### src/rtl/uart_line_pkg.sv
`default_nettype none
package uart_line_pkg;

    // Channel count and character width
    localparam int unsigned NUM_CH     = 3;
    localparam int unsigned CHAR_W     = 8;
    localparam int unsigned CH_TWO     = 2;

    // Register byte offsets
    localparam logic [7:0] OFS_CTRL0   = 8'h00;
    localparam logic [7:0] OFS_CTRL1   = 8'h04;
    localparam logic [7:0] OFS_CTRL2   = 8'h08;
    localparam logic [7:0] OFS_DIR     = 8'h0C;
    localparam logic [7:0] OFS_PORT    = 8'h10;
    localparam logic [7:0] OFS_PIN     = 8'h14;
    localparam logic [7:0] OFS_RXBUF0  = 8'h20;
    localparam logic [7:0] OFS_RXBUF1  = 8'h24;
    localparam logic [7:0] OFS_RXBUF2  = 8'h28;
    localparam logic [7:0] OFS_TXBUF0  = 8'h30;
    localparam logic [7:0] OFS_TXBUF1  = 8'h34;
    localparam logic [7:0] OFS_TXBUF2  = 8'h38;
    localparam logic [7:0] OFS_STATUS  = 8'h40;
    localparam logic [7:0] OFS_MASK    = 8'h44;

    // Control register field positions
    localparam int unsigned B_HS_FUNC  = 2;
    localparam int unsigned B_CLK_EXT  = 3;
    localparam int unsigned B_HS_DIS   = 4;
    localparam int unsigned B_INVERT   = 6;
    localparam int unsigned B_SLEEP    = 7;
    localparam int unsigned B_POLREV   = 8;
    localparam int unsigned B_COLL_EN  = 9;
    localparam int unsigned CTRL_W     = 10;

    // Direction and port layout: channel c uses bits 4c+0..4c+2
    localparam int unsigned DIR_STRIDE = 4;
    localparam int unsigned D_RX       = 0;
    localparam int unsigned D_CLK      = 1;
    localparam int unsigned D_HS       = 2;
    localparam int unsigned DIR_W      = 12;

    // Status layout: bits 0..2 receive complete, bit 3 bus collision
    localparam int unsigned S_COLL     = 3;
    localparam int unsigned STAT_W     = 4;

    // Reset values
    localparam logic [CTRL_W-1:0] CTRL_RST = 10'h000;
    localparam logic [DIR_W-1:0]  DIR_RST  = 12'h000;
    localparam logic [STAT_W-1:0] STAT_RST = 4'h0;

endpackage
`default_nettype wire

### src/rtl/uart_pin_route.sv
`default_nettype none
// Pin function routing for one channel
module uart_pin_route
    import uart_line_pkg::*;
#(
    parameter bit EXT_CLK_OK = 1'b1
)(
    // Configuration
    input  wire logic       clk_ext_i,
    input  wire logic       hs_func_i,
    input  wire logic       hs_dis_i,
    input  wire logic       polrev_i,
    input  wire logic [2:0] dir_i,
    input  wire logic [2:0] port_i,
    // Engine side
    input  wire logic       eng_txd_i,
    input  wire logic       eng_rts_n_i,
    output logic            eng_rxd_o,
    output logic            eng_cts_n_o,
    output logic            eng_ext_clk_o,
    output logic            eng_ext_sel_o,
    // Pins
    output logic            serial_out_pin_o,
    input  wire logic       serial_in_pin_i,
    input  wire logic       clk_pin_i,
    output logic            clk_pin_o,
    output logic            clk_pin_oe_o,
    input  wire logic       hs_pin_i,
    output logic            hs_pin_o,
    output logic            hs_pin_oe_o
);
    // External clock only where the channel allows it
    logic ext_sel;

    always_comb
    begin
        // Transmit pin always belongs to the serial function
        serial_out_pin_o = eng_txd_i ^ polrev_i;
        // Receive input counts only with direction cleared; else idle mark
        if (!dir_i[D_RX])
        begin
            eng_rxd_o = serial_in_pin_i ^ polrev_i;
        end
        else
        begin
            eng_rxd_o = 1'b1;
        end
        // Channel two hardwires internal clock so a stray bit cannot lock it
        ext_sel       = clk_ext_i && EXT_CLK_OK;
        eng_ext_sel_o = ext_sel;
        if (ext_sel && !dir_i[D_CLK])
        begin
            eng_ext_clk_o = clk_pin_i;
            clk_pin_o     = 1'b0;
            clk_pin_oe_o  = 1'b0;
        end
        else
        begin
            eng_ext_clk_o = 1'b0;
            clk_pin_o     = port_i[D_CLK];
            clk_pin_oe_o  = dir_i[D_CLK] && !ext_sel;
        end
        // Handshake pin role
        eng_cts_n_o = 1'b0;
        if (hs_dis_i)
        begin
            hs_pin_o    = port_i[D_HS];
            hs_pin_oe_o = dir_i[D_HS];
        end
        else if (hs_func_i)
        begin
            hs_pin_o    = eng_rts_n_i;
            hs_pin_oe_o = 1'b1;
        end
        else
        begin
            hs_pin_o    = 1'b0;
            hs_pin_oe_o = 1'b0;
            // Clear-to-send needs an input pin; otherwise sending is allowed
            eng_cts_n_o = dir_i[D_HS] ? 1'b0 : hs_pin_i;
        end
    end

endmodule
`default_nettype wire

### src/rtl/uart_line_opts.sv
// Summary of operation
// - Receive pin feeds receiver only when input
// - Internal clock frees clock pin as port
// - External clock taken on input pin; never channel two
// - Handshake bit selects clear-to-send or request-to-send
// - Handshake disable returns pin to port use
// - Sleep bit enables address filtering, channels zero/one
// - In sleep keep characters with MSB one only
// - Channel two inverts written and read character bits
// - Inversion touches character bits, not framing bits
// - Polarity reversal inverts channel two serial out and in levels only
// - Sample out and in levels at clock rise
// - Differing levels raise a bus collision request
`default_nettype none
module uart_line_opts
    import uart_line_pkg::*;
(
    // Clock and reset
    input  wire logic                             clock_i,
    input  wire logic                             rstn_i,
    // APB slave
    input  wire logic                             psel_i,
    input  wire logic                             penable_i,
    input  wire logic                             pwrite_i,
    input  wire logic [7:0]                       paddr_i,
    input  wire logic [31:0]                      pwdata_i,
    output logic      [31:0]                      prdata_o,
    output logic                                  pready_o,
    output logic                                  pslverr_o,
    // Serial engine side
    input  wire logic [NUM_CH-1:0]                eng_txd_i,
    input  wire logic [NUM_CH-1:0]                eng_rts_n_i,
    input  wire logic [NUM_CH-1:0]                rx_valid_i,
    input  wire logic [NUM_CH-1:0][CHAR_W-1:0]    rx_char_i,
    input  wire logic                             xfer_clk_rise_i,
    output logic      [NUM_CH-1:0]                eng_rxd_o,
    output logic      [NUM_CH-1:0]                eng_cts_n_o,
    output logic      [NUM_CH-1:0]                eng_ext_clk_o,
    output logic      [NUM_CH-1:0]                eng_ext_sel_o,
    output logic      [NUM_CH-1:0][CHAR_W-1:0]    tx_data_o,
    output logic      [NUM_CH-1:0]                tx_load_o,
    // Pins
    output logic      [NUM_CH-1:0]                serial_out_pin_o,
    input  wire logic [NUM_CH-1:0]                serial_in_pin_i,
    input  wire logic [NUM_CH-1:0]                transfer_clock_pin_i,
    output logic      [NUM_CH-1:0]                transfer_clock_pin_o,
    output logic      [NUM_CH-1:0]                transfer_clock_pin_oe_o,
    input  wire logic [NUM_CH-1:0]                hs_pin_i,
    output logic      [NUM_CH-1:0]                hs_pin_o,
    output logic      [NUM_CH-1:0]                hs_pin_oe_o,
    // Interrupt
    output logic                                  irq_o
);

    ////////////////////////////////////////////////////////////////////////
    // State
    logic [NUM_CH-1:0][CTRL_W-1:0]  ctrl;        // Per-channel control
    logic [DIR_W-1:0]               dir;         // Pin directions, 1 = out
    logic [DIR_W-1:0]               port;        // Port output levels
    logic [NUM_CH-1:0][CHAR_W-1:0]  rx_buf;      // Receive buffers
    logic [STAT_W-1:0]              status;      // Sticky events
    logic [STAT_W-1:0]              mask;        // Interrupt enables
    logic [NUM_CH-1:0][CTRL_W-1:0]  next_ctrl;
    logic [DIR_W-1:0]               next_dir;
    logic [DIR_W-1:0]               next_port;
    logic [NUM_CH-1:0][CHAR_W-1:0]  next_rx_buf;
    logic [NUM_CH-1:0][CHAR_W-1:0]  next_tx_data;
    logic [NUM_CH-1:0]              next_tx_load;
    logic [STAT_W-1:0]              next_status;
    logic [STAT_W-1:0]              next_mask;

    // Decoded access
    logic                           wr_en;       // Write access phase
    logic                           rd_en;       // Read access phase
    logic                           hit;         // Address is mapped
    logic [NUM_CH-1:0]              rx_take;     // Character accepted
    logic                           collide;     // Collision this edge
    logic [DIR_W-1:0]               pin_lvl;     // Pin levels for reading

    assign wr_en     = psel_i && penable_i && pwrite_i;
    assign rd_en     = psel_i && penable_i && !pwrite_i;
    // Zero wait states: every access finishes in its first access cycle
    assign pready_o  = psel_i && penable_i;
    assign pslverr_o = psel_i && penable_i && !hit;

    ////////////////////////////////////////////////////////////////////////
    // Pin routing, one instance per channel
    for (genvar c = 0; c < NUM_CH; c++)
    begin : g_ch
        uart_pin_route #(
            .EXT_CLK_OK (c != CH_TWO)
        ) u_route (
            .clk_ext_i        (ctrl[c][B_CLK_EXT]),
            .hs_func_i        (ctrl[c][B_HS_FUNC]),
            .hs_dis_i         (ctrl[c][B_HS_DIS]),
            .polrev_i         ((c == CH_TWO) && ctrl[c][B_POLREV]),
            .dir_i            (dir[c*DIR_STRIDE +: 3]),
            .port_i           (port[c*DIR_STRIDE +: 3]),
            .eng_txd_i        (eng_txd_i[c]),
            .eng_rts_n_i      (eng_rts_n_i[c]),
            .eng_rxd_o        (eng_rxd_o[c]),
            .eng_cts_n_o      (eng_cts_n_o[c]),
            .eng_ext_clk_o    (eng_ext_clk_o[c]),
            .eng_ext_sel_o    (eng_ext_sel_o[c]),
            .serial_out_pin_o (serial_out_pin_o[c]),
            .serial_in_pin_i  (serial_in_pin_i[c]),
            .clk_pin_i        (transfer_clock_pin_i[c]),
            .clk_pin_o        (transfer_clock_pin_o[c]),
            .clk_pin_oe_o     (transfer_clock_pin_oe_o[c]),
            .hs_pin_i         (hs_pin_i[c]),
            .hs_pin_o         (hs_pin_o[c]),
            .hs_pin_oe_o      (hs_pin_oe_o[c])
        );
        // Readable pin levels; receive pin usable as plain input
        assign pin_lvl[c*DIR_STRIDE + D_RX]  = serial_in_pin_i[c];
        assign pin_lvl[c*DIR_STRIDE + D_CLK] = transfer_clock_pin_i[c];
        assign pin_lvl[c*DIR_STRIDE + D_HS]  = hs_pin_i[c];
        assign pin_lvl[c*DIR_STRIDE + 3]     = 1'b0;
        // Sleep filter: only channels zero and one, MSB must be one
        assign rx_take[c] = rx_valid_i[c] &&
            (c == CH_TWO || !ctrl[c][B_SLEEP] || rx_char_i[c][CHAR_W-1]);
    end

    // Raw pin levels compared, so polarity reversal cannot hide a clash
    assign collide = xfer_clk_rise_i && ctrl[CH_TWO][B_COLL_EN] &&
                     (serial_out_pin_o[CH_TWO] != serial_in_pin_i[CH_TWO]);

    assign irq_o = |(status & mask);

    ////////////////////////////////////////////////////////////////////////
    // Read decode
    always_comb
    begin
        prdata_o = 32'h0000_0000;
        hit      = 1'b1;
        if (paddr_i == OFS_CTRL0)
        begin
            prdata_o[CTRL_W-1:0] = ctrl[0];
        end
        else if (paddr_i == OFS_CTRL1)
        begin
            prdata_o[CTRL_W-1:0] = ctrl[1];
        end
        else if (paddr_i == OFS_CTRL2)
        begin
            prdata_o[CTRL_W-1:0] = ctrl[2];
        end
        else if (paddr_i == OFS_DIR)
        begin
            prdata_o[DIR_W-1:0] = dir;
        end
        else if (paddr_i == OFS_PORT)
        begin
            prdata_o[DIR_W-1:0] = port;
        end
        else if (paddr_i == OFS_PIN)
        begin
            prdata_o[DIR_W-1:0] = pin_lvl;
        end
        else if (paddr_i == OFS_RXBUF0)
        begin
            prdata_o[CHAR_W-1:0] = rx_buf[0];
        end
        else if (paddr_i == OFS_RXBUF1)
        begin
            prdata_o[CHAR_W-1:0] = rx_buf[1];
        end
        else if (paddr_i == OFS_RXBUF2)
        begin
            // Inverted on read; the engine framing stays untouched
            prdata_o[CHAR_W-1:0] = ctrl[CH_TWO][B_INVERT] ? ~rx_buf[2] : rx_buf[2];
        end
        else if (paddr_i == OFS_TXBUF0 || paddr_i == OFS_TXBUF1 || paddr_i == OFS_TXBUF2)
        begin
            // Transmit buffers are write only
            prdata_o = 32'h0000_0000;
        end
        else if (paddr_i == OFS_STATUS)
        begin
            prdata_o[STAT_W-1:0] = status;
        end
        else if (paddr_i == OFS_MASK)
        begin
            prdata_o[STAT_W-1:0] = mask;
        end
        else
        begin
            hit = 1'b0;
        end
    end

    ////////////////////////////////////////////////////////////////////////
    // Next-state logic for registers, buffers and events
    always_comb
    begin
        next_ctrl    = ctrl;
        next_dir     = dir;
        next_port    = port;
        next_mask    = mask;
        next_rx_buf  = rx_buf;
        next_tx_data = tx_data_o;
        next_tx_load = '0;
        next_status  = status;
        // Software side; write-one clears come first so events can win
        if (wr_en)
        begin
            if (paddr_i == OFS_CTRL0)
            begin
                next_ctrl[0] = pwdata_i[CTRL_W-1:0];
            end
            else if (paddr_i == OFS_CTRL1)
            begin
                next_ctrl[1] = pwdata_i[CTRL_W-1:0];
            end
            else if (paddr_i == OFS_CTRL2)
            begin
                next_ctrl[2] = pwdata_i[CTRL_W-1:0];
            end
            else if (paddr_i == OFS_DIR)
            begin
                next_dir = pwdata_i[DIR_W-1:0];
            end
            else if (paddr_i == OFS_PORT)
            begin
                next_port = pwdata_i[DIR_W-1:0];
            end
            else if (paddr_i == OFS_TXBUF0)
            begin
                next_tx_data[0] = pwdata_i[CHAR_W-1:0];
                next_tx_load[0] = 1'b1;
            end
            else if (paddr_i == OFS_TXBUF1)
            begin
                next_tx_data[1] = pwdata_i[CHAR_W-1:0];
                next_tx_load[1] = 1'b1;
            end
            else if (paddr_i == OFS_TXBUF2)
            begin
                // Only character bits are inverted; engine adds framing later
                next_tx_data[2] = ctrl[CH_TWO][B_INVERT] ?
                                  ~pwdata_i[CHAR_W-1:0] : pwdata_i[CHAR_W-1:0];
                next_tx_load[2] = 1'b1;
            end
            else if (paddr_i == OFS_STATUS)
            begin
                next_status = status & ~pwdata_i[STAT_W-1:0];
            end
            else if (paddr_i == OFS_MASK)
            begin
                next_mask = pwdata_i[STAT_W-1:0];
            end
        end
        // Hardware events override a same-cycle clear
        for (int c = 0; c < NUM_CH; c++)
        begin
            if (rx_take[c])
            begin
                next_rx_buf[c] = rx_char_i[c];
                next_status[c] = 1'b1;
            end
        end
        if (collide)
        begin
            next_status[S_COLL] = 1'b1;
        end
    end

    // Register stage
    always_ff @(posedge clock_i or negedge rstn_i)
    begin
        if (!rstn_i)
        begin
            ctrl      <= {NUM_CH{CTRL_RST}};
            dir       <= DIR_RST;
            port      <= DIR_RST;
            mask      <= STAT_RST;
            status    <= STAT_RST;
            rx_buf    <= '0;
            tx_data_o <= '0;
            tx_load_o <= '0;
        end
        else
        begin
            ctrl      <= next_ctrl;
            dir       <= next_dir;
            port      <= next_port;
            mask      <= next_mask;
            status    <= next_status;
            rx_buf    <= next_rx_buf;
            tx_data_o <= next_tx_data;
            tx_load_o <= next_tx_load;
        end
    end

    ////////////////////////////////////////////////////////////////////////
    // Checks
    chk_sleep_drop: assert property (@(posedge clock_i) disable iff (!rstn_i)
        rx_valid_i[0] && ctrl[0][B_SLEEP] && !rx_char_i[0][CHAR_W-1] |=> $stable(rx_buf[0]))
        else $error("sleep mode kept a character with MSB zero");
    chk_sleep_keep: assert property (@(posedge clock_i) disable iff (!rstn_i)
        rx_valid_i[1] && rx_char_i[1][CHAR_W-1] |=> rx_buf[1] == $past(rx_char_i[1]) && status[1])
        else $error("address character not received");
    chk_tx_invert: assert property (@(posedge clock_i) disable iff (!rstn_i)
        wr_en && paddr_i == OFS_TXBUF2 && ctrl[2][B_INVERT]
        |=> tx_load_o[2] && tx_data_o[2] == ~$past(pwdata_i[CHAR_W-1:0]))
        else $error("channel two transmit data not inverted");
    chk_tx_plain0: assert property (@(posedge clock_i) disable iff (!rstn_i)
        wr_en && paddr_i == OFS_TXBUF0 |=> tx_data_o[0] == $past(pwdata_i[CHAR_W-1:0]))
        else $error("channel zero transmit data altered");
    chk_pol_path: assert property (@(posedge clock_i) disable iff (!rstn_i)
        ctrl[2][B_POLREV] && !dir[2*DIR_STRIDE + D_RX]
        |-> serial_out_pin_o[2] != eng_txd_i[2] && eng_rxd_o[2] != serial_in_pin_i[2])
        else $error("polarity reversal not applied");
    chk_rx_dir: assert property (@(posedge clock_i) disable iff (!rstn_i)
        dir[D_RX] |-> eng_rxd_o[0])
        else $error("receiver fed from an output pin");
    chk_clk_ext: assert property (@(posedge clock_i) disable iff (!rstn_i)
        !eng_ext_sel_o[2] && !eng_ext_clk_o[2] && !transfer_clock_pin_oe_o[0] ||
        !ctrl[0][B_CLK_EXT])
        else $error("external clock misrouted");
    chk_clk_port: assert property (@(posedge clock_i) disable iff (!rstn_i)
        !ctrl[1][B_CLK_EXT] |-> transfer_clock_pin_oe_o[1] == dir[DIR_STRIDE + D_CLK])
        else $error("clock pin not a port under internal clock");
    chk_rts_role: assert property (@(posedge clock_i) disable iff (!rstn_i)
        !ctrl[0][B_HS_DIS] && ctrl[0][B_HS_FUNC] |-> hs_pin_oe_o[0] && hs_pin_o[0] == eng_rts_n_i[0])
        else $error("request-to-send not driven");
    chk_coll_irq: assert property (@(posedge clock_i) disable iff (!rstn_i)
        xfer_clk_rise_i && ctrl[2][B_COLL_EN] && serial_out_pin_o[2] != serial_in_pin_i[2]
        && mask[S_COLL] |=> status[S_COLL] && (irq_o || !mask[S_COLL]))
        else $error("bus collision not flagged");
    cov_sleep_drop: cover property (@(posedge clock_i) disable iff (!rstn_i)
        rx_valid_i[0] && ctrl[0][B_SLEEP] && !rx_char_i[0][CHAR_W-1]);
    cov_collision: cover property (@(posedge clock_i) disable iff (!rstn_i) collide ##1 irq_o);
    cov_inv_read: cover property (@(posedge clock_i) disable iff (!rstn_i)
        rd_en && paddr_i == OFS_RXBUF2 && ctrl[2][B_INVERT]);

endmodule
`default_nettype wire

### config.mk
export PLATFORM = sky130hd
export DESIGN_NAME = uart_line_opts
export DESIGN_NICKNAME = d
export VERILOG_FILES = /design/src/rtl/uart_line_pkg.sv /design/src/rtl/uart_pin_route.sv /design/src/rtl/uart_line_opts.sv
export SDC_FILE = /design/constraint.sdc
export NUM_CORES = 1
export LEC_CHECK = 0
export BUFFER_PORTS_ARGS = -buffer_cell sky130_fd_sc_hd__buf_4
export CORE_MARGIN = 5
export CORE_UTILIZATION = 35
export DETAILED_ROUTE_END_ITERATION = 10
export PLACE_DENSITY = 0.59
export SLEW_MARGIN = 40
export SYNTH_ARGS = -nofsm -noshare
export SYNTH_HDL_FRONTEND = slang
export SYNTH_HIERARCHICAL = 1
export SYNTH_SLANG_ARGS = --single-unit
### constraint.sdc
create_clock -name clock_i -period 3 [get_ports clock_i]
set_input_delay 0.75 -clock clock_i [delete_from_list [all_inputs] [get_ports clock_i]]
set_output_delay 0.75 -clock clock_i [all_outputs]
set_load 0.02 [all_outputs]
==> results.toml, run 1 <==
[worst_setup_path]
crit_required_ns = 2.25
reg2reg_slack_ns = 1.38
cp_data_arrival_time_ns = 2.25
setup.worst_path.end_class = "output pin"
cp_cell_sequence = "buf_12 -> or4_4 -> nor3_2 -> buf_4 -> buf_6 -> a22oi_2 -> o211ai_1 -> buf_4"
path_common_cell = "buf_4"
startpoint_type = "input port"
cp-startpoint = "paddr_i[5]"
cp_slowest_cell = "or4_4"
rr_startpoint = "ctrl[17]$_DFFE_PN0P_"
slowest_delay_ns = 0.62
cp_max_fo = 7
worst-setup-path-type = "input port to output pin"

[placed_design]
preCtsSetupSlack_ns = -0.181
placed_cell_area_sq_mm = 0.00768
dp.final_hpwl_um = 14000
portBuffers = 134
globalplace.congestion = 0.918

[sta]
worst_pin_slew_ns = 0.734
fin_ws_ns = -0.00368
period_needed_ns = 3.00
rsz0062_at_grt = "yes"
setup-tns-final_ns = -0.00706
hold_viol_final = 0
fmax_mhz = 333
period_share = 1.00
setup_viol = 3
slew_viol_final = 0
skew_ns = 0.00455
slew_headroom = 0.507

[clocking]
cts_inserted_buffers = 17
path_clk_slew_ns = 0.06
cts_num_sinks = 113
clk_latency_ns = 0.42
htreeDepth = 4
cts_root_buf = "clkbuf_16"
cts_tree = "built"
cts_buffer_depth = 2

[global_route]
grt_pass1_wl_um = 28800
antenna_found_initial = 0
grt_usage = 0.188
first_global_vias = 5113
grt_max_degree = 68
grt_overflow = 0

[logic_synthesis]
yosysMostFrequentCell = "dfrtp_1"
yosysTopAreaCellShare = 0.470
synth_area_per_cell_sq_um = 11.5
synth_cell_types = 58
synth_compound_area_frac = 0.0952
synth_area_leaders = "dfrtp_1 47%, mux2_2 17%, buf_4 3.5%, nand2_1 2.8%, mux2_4 2.7%"
ys_async_sr_fraction = 1.00
synthAdderAreaFrac = 0
synth_flop_cell = "dfrtp_1"
postSynthRegisterBits = 113
synth-edff-count = 0
muxShareOfSynthArea = 0.215
synth_seq_area_share = 0.470
synth-simple-area-share = 0.120
mappedNetlistArea_sq_mm = 0.00602
postSynthCellCount = 522
synth_top_family_by_area = "multiplexers"
synth_top_cell_by_area = "dfrtp_1"
yosysWarnings = 6
synthTopCellsByCount = "113 x dfrtp_1, 93 x mux2_2, 45 x nand2_1"
synth_xor_area_frac = 0.0335

[floorplan]
ios = 177
core_sq_mm = 0.0171
start_util = 0.352
fp.dieW_um = 141
dieArea_sq_mm = 0.0199
die_h_um = 141
rows = 48

[pwr]
powerDensity_mw_per_mm2 = 482
p_total_mw = 4.13
vdd_drop_max_v = 0.000412
p_leak_nw = 4.06

[finish]
multiInputGateArea_sq_mm = 0.00313
nets = 808
drive_above_1_share = 0.550
fillers = 1527
diodes = 0
finalInstanceArea_sq_mm = 0.00857
syn_to_final_growth_pct = 42.3
ff_latch_area_sq_mm = 0.00283

[detailed_routing]
vias = 4870
drt-vias-per-instance = 5.08
ant_nets = 0
first_iter_violations = 341
wl_per_cell_um = 19.1
wl_um = 18300
drc_errors = 0
dr.pass1.iters = 5

[hold_path]
hp-class = "input port to async pin"

[outcome]
violations = "setup timing"
status = "finished with violations"

[run]
max-cap-violations = 0
[critical path, delay by kind of cell]
family	cells	cell delay, ns
AND/OR/NAND/NOR	2	0.77
buffers and inverters	4	0.55
AO/OA/AOI/OAI	2	0.17
[cell type report]
cell class / count / area share
timing repair buffer: 210 / 0.198
sequential: 113 / 0.330
tap: 225 / 0.0329
multi-input combinational: 369 / 0.365
inverter: 9 / 0.00394
clock inverter: 14 / 0.0180
clock buffer: 18 / 0.0513
[registers in the layout (all words and copies together), names as in the netlist]
| signal | flops |
|---|---|
| tx_load_o | 3 |
| dir | 12 |
| tx_data_o | 24 |
| port | 12 |
| ctrl | 30 |
| rx_buf | 24 |
| mask | 4 |
| status | 4 |
[metrics by stage]
stage          instances  utilization  hold slack, ns
6_report             958        0.501           0.324
5_1_grt              958        0.501           0.375
4_1_cts              954        0.494           0.341
3_5_place_dp         920        0.448           0.477
3_3_place_gp         920        0.448           0.468
2_1_floorplan        546            -           0.445
[logic make-up (layout without fill, tap and decap cells)]
kind of cell    count (synthesis)  in the layout
mux                           111            111
flops                         113            113
simple gates                  124            124
other cells                     2             26
compound gates                 85             85
buf+inv                        64            251
xor+xnor                       23             23
[path summary, 6_finish.rpt]
path,endpoint,cells after the start
setup / recovery,prdata_o[4],8
hold / removal,tx_data_o[3]$_DFFE_PN0P_,1
setup reg to reg,rx_buf[14]$_DFFE_PN0P_,3
hold reg to reg,tx_data_o[16]$_DFFE_PN0P_,2
max in group asynchronous,dir[11]$_DFFE_PN0P_,2
min in group clock_i,tx_data_o[16]$_DFFE_PN0P_,2
[what timing repair did]
action	in CTS	in global routing
hold buffers	0	0
hold endpoints to repair	0	0
resized for setup	35	18
endpoints found under the setup margin	9	10
setup buffers	2	4
cloned	0	0
pin swaps	16	12
[cells in the final DEF, fill, tap and decap left out, types with 5 or more instances in the layout]
cell type | synthesis | routed
nor2_1 | 15 | 13
o21ai_0 | 17 | 16
buf_12 | 1 | 6
o22ai_1 | 12 | 11
clkbuf_16 | 0 | 17
buf_4 | 28 | 191
a21oi_1 | 11 | 6
xnor2_1 | 16 | 16
mux2_2 | 93 | 93
dfrtp_1 | 113 | 113
inv_1 | 9 | 9
buf_6 | 3 | 13
xor2_1 | 7 | 7
a21oi_2 | 0 | 5
a22oi_1 | 15 | 11
nand3_1 | 12 | 8
mux2_4 | 11 | 11
conb_1 | 2 | 26
nand2b_1 | 11 | 11
nor3_1 | 6 | 5
nand2_1 | 45 | 45
[where the power goes]
group	internal (mW)	switching, mW	leakage (nW)	total [mW]
registers	1.58	0.0401	1.50	1.62
logic	0.231	0.255	2.28	0.486
clock network	1.25	0.768	0.283	2.02
total	3.06	1.06	4.06	4.13
[routing by layer]
layer | vias to the layer above | share of wire | global-route usage | wire length, um
li1 | 2242 | - | - | -
met1 | 2414 | 0.41 | 0.240 | 7600
met2 | 185 | 0.48 | 0.306 | 8820
met3 | 29 | 0.080 | 0.0519 | 1470
met4 | 0 | 0.024 | 0.0688 | 434
met5 | - | 0 | 0 | 0
Power figures use the tool's default switching activity.
==> run 2, diff against run 1 <==
--- a/config.mk
+++ b/config.mk
@@ -5,6 +5,7 @@
 export SDC_FILE = /design/constraint.sdc
 export NUM_CORES = 1
 export LEC_CHECK = 0
+export ABC_CLOCK_PERIOD_IN_PS = 2590
 export BUFFER_PORTS_ARGS = -buffer_cell sky130_fd_sc_hd__buf_4
 export CORE_MARGIN = 5
 export CORE_UTILIZATION = 35
==> constraint.sdc (replaced) <==
create_clock -name clock_i -period 2.59 [get_ports clock_i]
set_input_delay 0.6475 -clock clock_i [delete_from_list [all_inputs] [get_ports clock_i]]
set_output_delay 0.6475 -clock clock_i [all_outputs]
set_load 0.02 [all_outputs]
==> results.toml, run 2 (same netlist as run 1, synthesis figures left out) <==
[outcome]
status = "finished with violations"
violations = "setup timing"

[pwr]
combPwrFrac = 0.119
p_sw_mw = 1.16
p_sw_frac = 0.240
powerDensity_mw_per_mm2 = 548
p_seq_frac = 0.390
vdd_drop_max_v = 0.000425
clkPwrFrac = 0.491
internal_power_mw = 3.66
p_leak_nw = 4.16

[detailed_routing]
drt-vias-per-instance = 5.01
drc_errors = 0
wl_per_cell_um = 18.8
vias = 4870
wl_um = 18300
ant_nets = 0
dr.pass1.iters = 4
first_iter_violations = 198

[sta]
rsz0062_at_grt = "yes"
holdWs_ns = 0.110
skew_ns = 0.00445
hold_viol_final = 0
period_needed_ns = 2.92
period_share = 1.13
fin_ws_ns = -0.326
fmax_mhz = 343
slew_viol_final = 0
setup_viol = 13

[placed_design]
dp.final_hpwl_um = 14200
globalplace.congestion = 0.883
portBuffers = 134

[global_route]
antenna_found_initial = 0
grt_max_degree = 45
grt_usage = 0.187
grt_overflow = 0
first_global_vias = 5182
grt_pass1_wl_um = 28800

[clocking]
clk_latency_ns = 0.41
cts_root_buf = "clkbuf_16"
cts_tree = "built"
cts_inserted_buffers = 17
path_clk_slew_ns = 0.05
htreeDepth = 4
cts_num_sinks = 113
cts_buffer_depth = 2

[hold_path]
hp-class = "input port to async pin"

[worst_setup_path]
cp_max_fo = 6
rr_worst_depth = 4
reg2reg_slack_ns = 1.23
setup.worst_path.end_class = "output pin"
crit_required_ns = 1.94
r2r_end = "rx_buf[1]$_DFFE_PN0P_"
worst-setup-path-type = "input port to output pin"
cp_data_arrival_time_ns = 2.27
startpoint_type = "input port"
rr_startpoint = "ctrl[7]$_DFFE_PN0P_"

[floorplan]
die_h_um = 141
start_util = 0.352
rows = 48
core_sq_mm = 0.0171
ios = 177
dieArea_sq_mm = 0.0199
fp.dieW_um = 141

[finish]
final_common_cell = "buf_4"
final_core_util = 0.513
largest-register = "ctrl"
drive_above_1_share = 0.560
syn_to_final_growth_pct = 45.9
largest_reg_flops = 30
top_regs = "ctrl (30), rx_buf (24), tx_data_o (24)"
nets = 823
mostFrequentLayoutCells = "203 x buf_4, 112 x dfrtp_1, 93 x mux2_2"
diodes = 0

[run]
max-cap-violations = 0
[run 2: through the flow]
| stage | total power, mW | setup WS, ns | std cells | setup TNS [ns] | cell area, sq um |
|---|---|---|---|---|---|
| final | 4.82 | -0.326 | 972 | -2.56 | 8790 |
| after global routing | 5.00 | -0.335 | 972 | -3.23 | 8790 |
| after CTS | 4.86 | -0.273 | 965 | -2.30 | 8660 |
| after detailed placement | 2.46 | -0.441 | 930 | -6.95 | 7870 |
| after global placement | 2.44 | -0.446 | 930 | -6.10 | 7870 |
| after floorplan | 2.20 | -0.120 | 546 | -0.663 | 6300 |
[run 2: critical path, cell delays in order]
cell,delay (ns)
buf_12,0.11
buf_12,0.12
buf_6,0.11
nor4_4,0.39
and3_4,0.26
buf_6,0.10
a211oi_2,0.03
o211ai_1,0.29
buf_4,0.20
[run 2: layout make-up]
type	instances	area, sq um
sequential	113	2830
clock buffer	22	464
inverter	9	33.8
multi-input combinational	369	3200
timing repair buffer	225	1850
tap	225	282
fill	1548	8330
clock inverter	9	133
[run 2: worst max-delay path by stage]
stage                       end  startpoint  slack (ns)  depth (start not counted)
finish              prdata_o[7]  paddr_i[7]       -0.33                          9
global route        prdata_o[7]  paddr_i[7]       -0.33                          9
CTS                 prdata_o[7]  paddr_i[7]       -0.27                          9
detailed placement  prdata_o[3]  paddr_i[7]       -0.44                          7
global placement    prdata_o[3]  paddr_i[7]       -0.45                          7
floorplan           prdata_o[4]  paddr_i[7]       -0.12                          7
[run 2: per-layer routing]
metal	track usage	share of wire	up-vias
met5	0	0	-
met2	0.307	0.49	158
met4	0.0561	0.019	0
li1	-	-	2265
met1	0.242	0.43	2424
met3	0.0516	0.062	23
[run 2: timing repair]
action,in CTS,in global routing
endpoints found under the setup margin,13,13
gates resized for setup,36,16
pin swaps,17,11
hold buffers,0,0
buffers inserted,5,7
[run 2: power by group through the flow]
stage	clock (mW)	sequential, mW	combinational, mW
finish	2.37	1.88	0.573
global route	2.50	1.88	0.618
CTS	2.41	1.88	0.570
detailed placement	0	1.91	0.551
global placement	0	1.90	0.540
floorplan	0	1.90	0.306
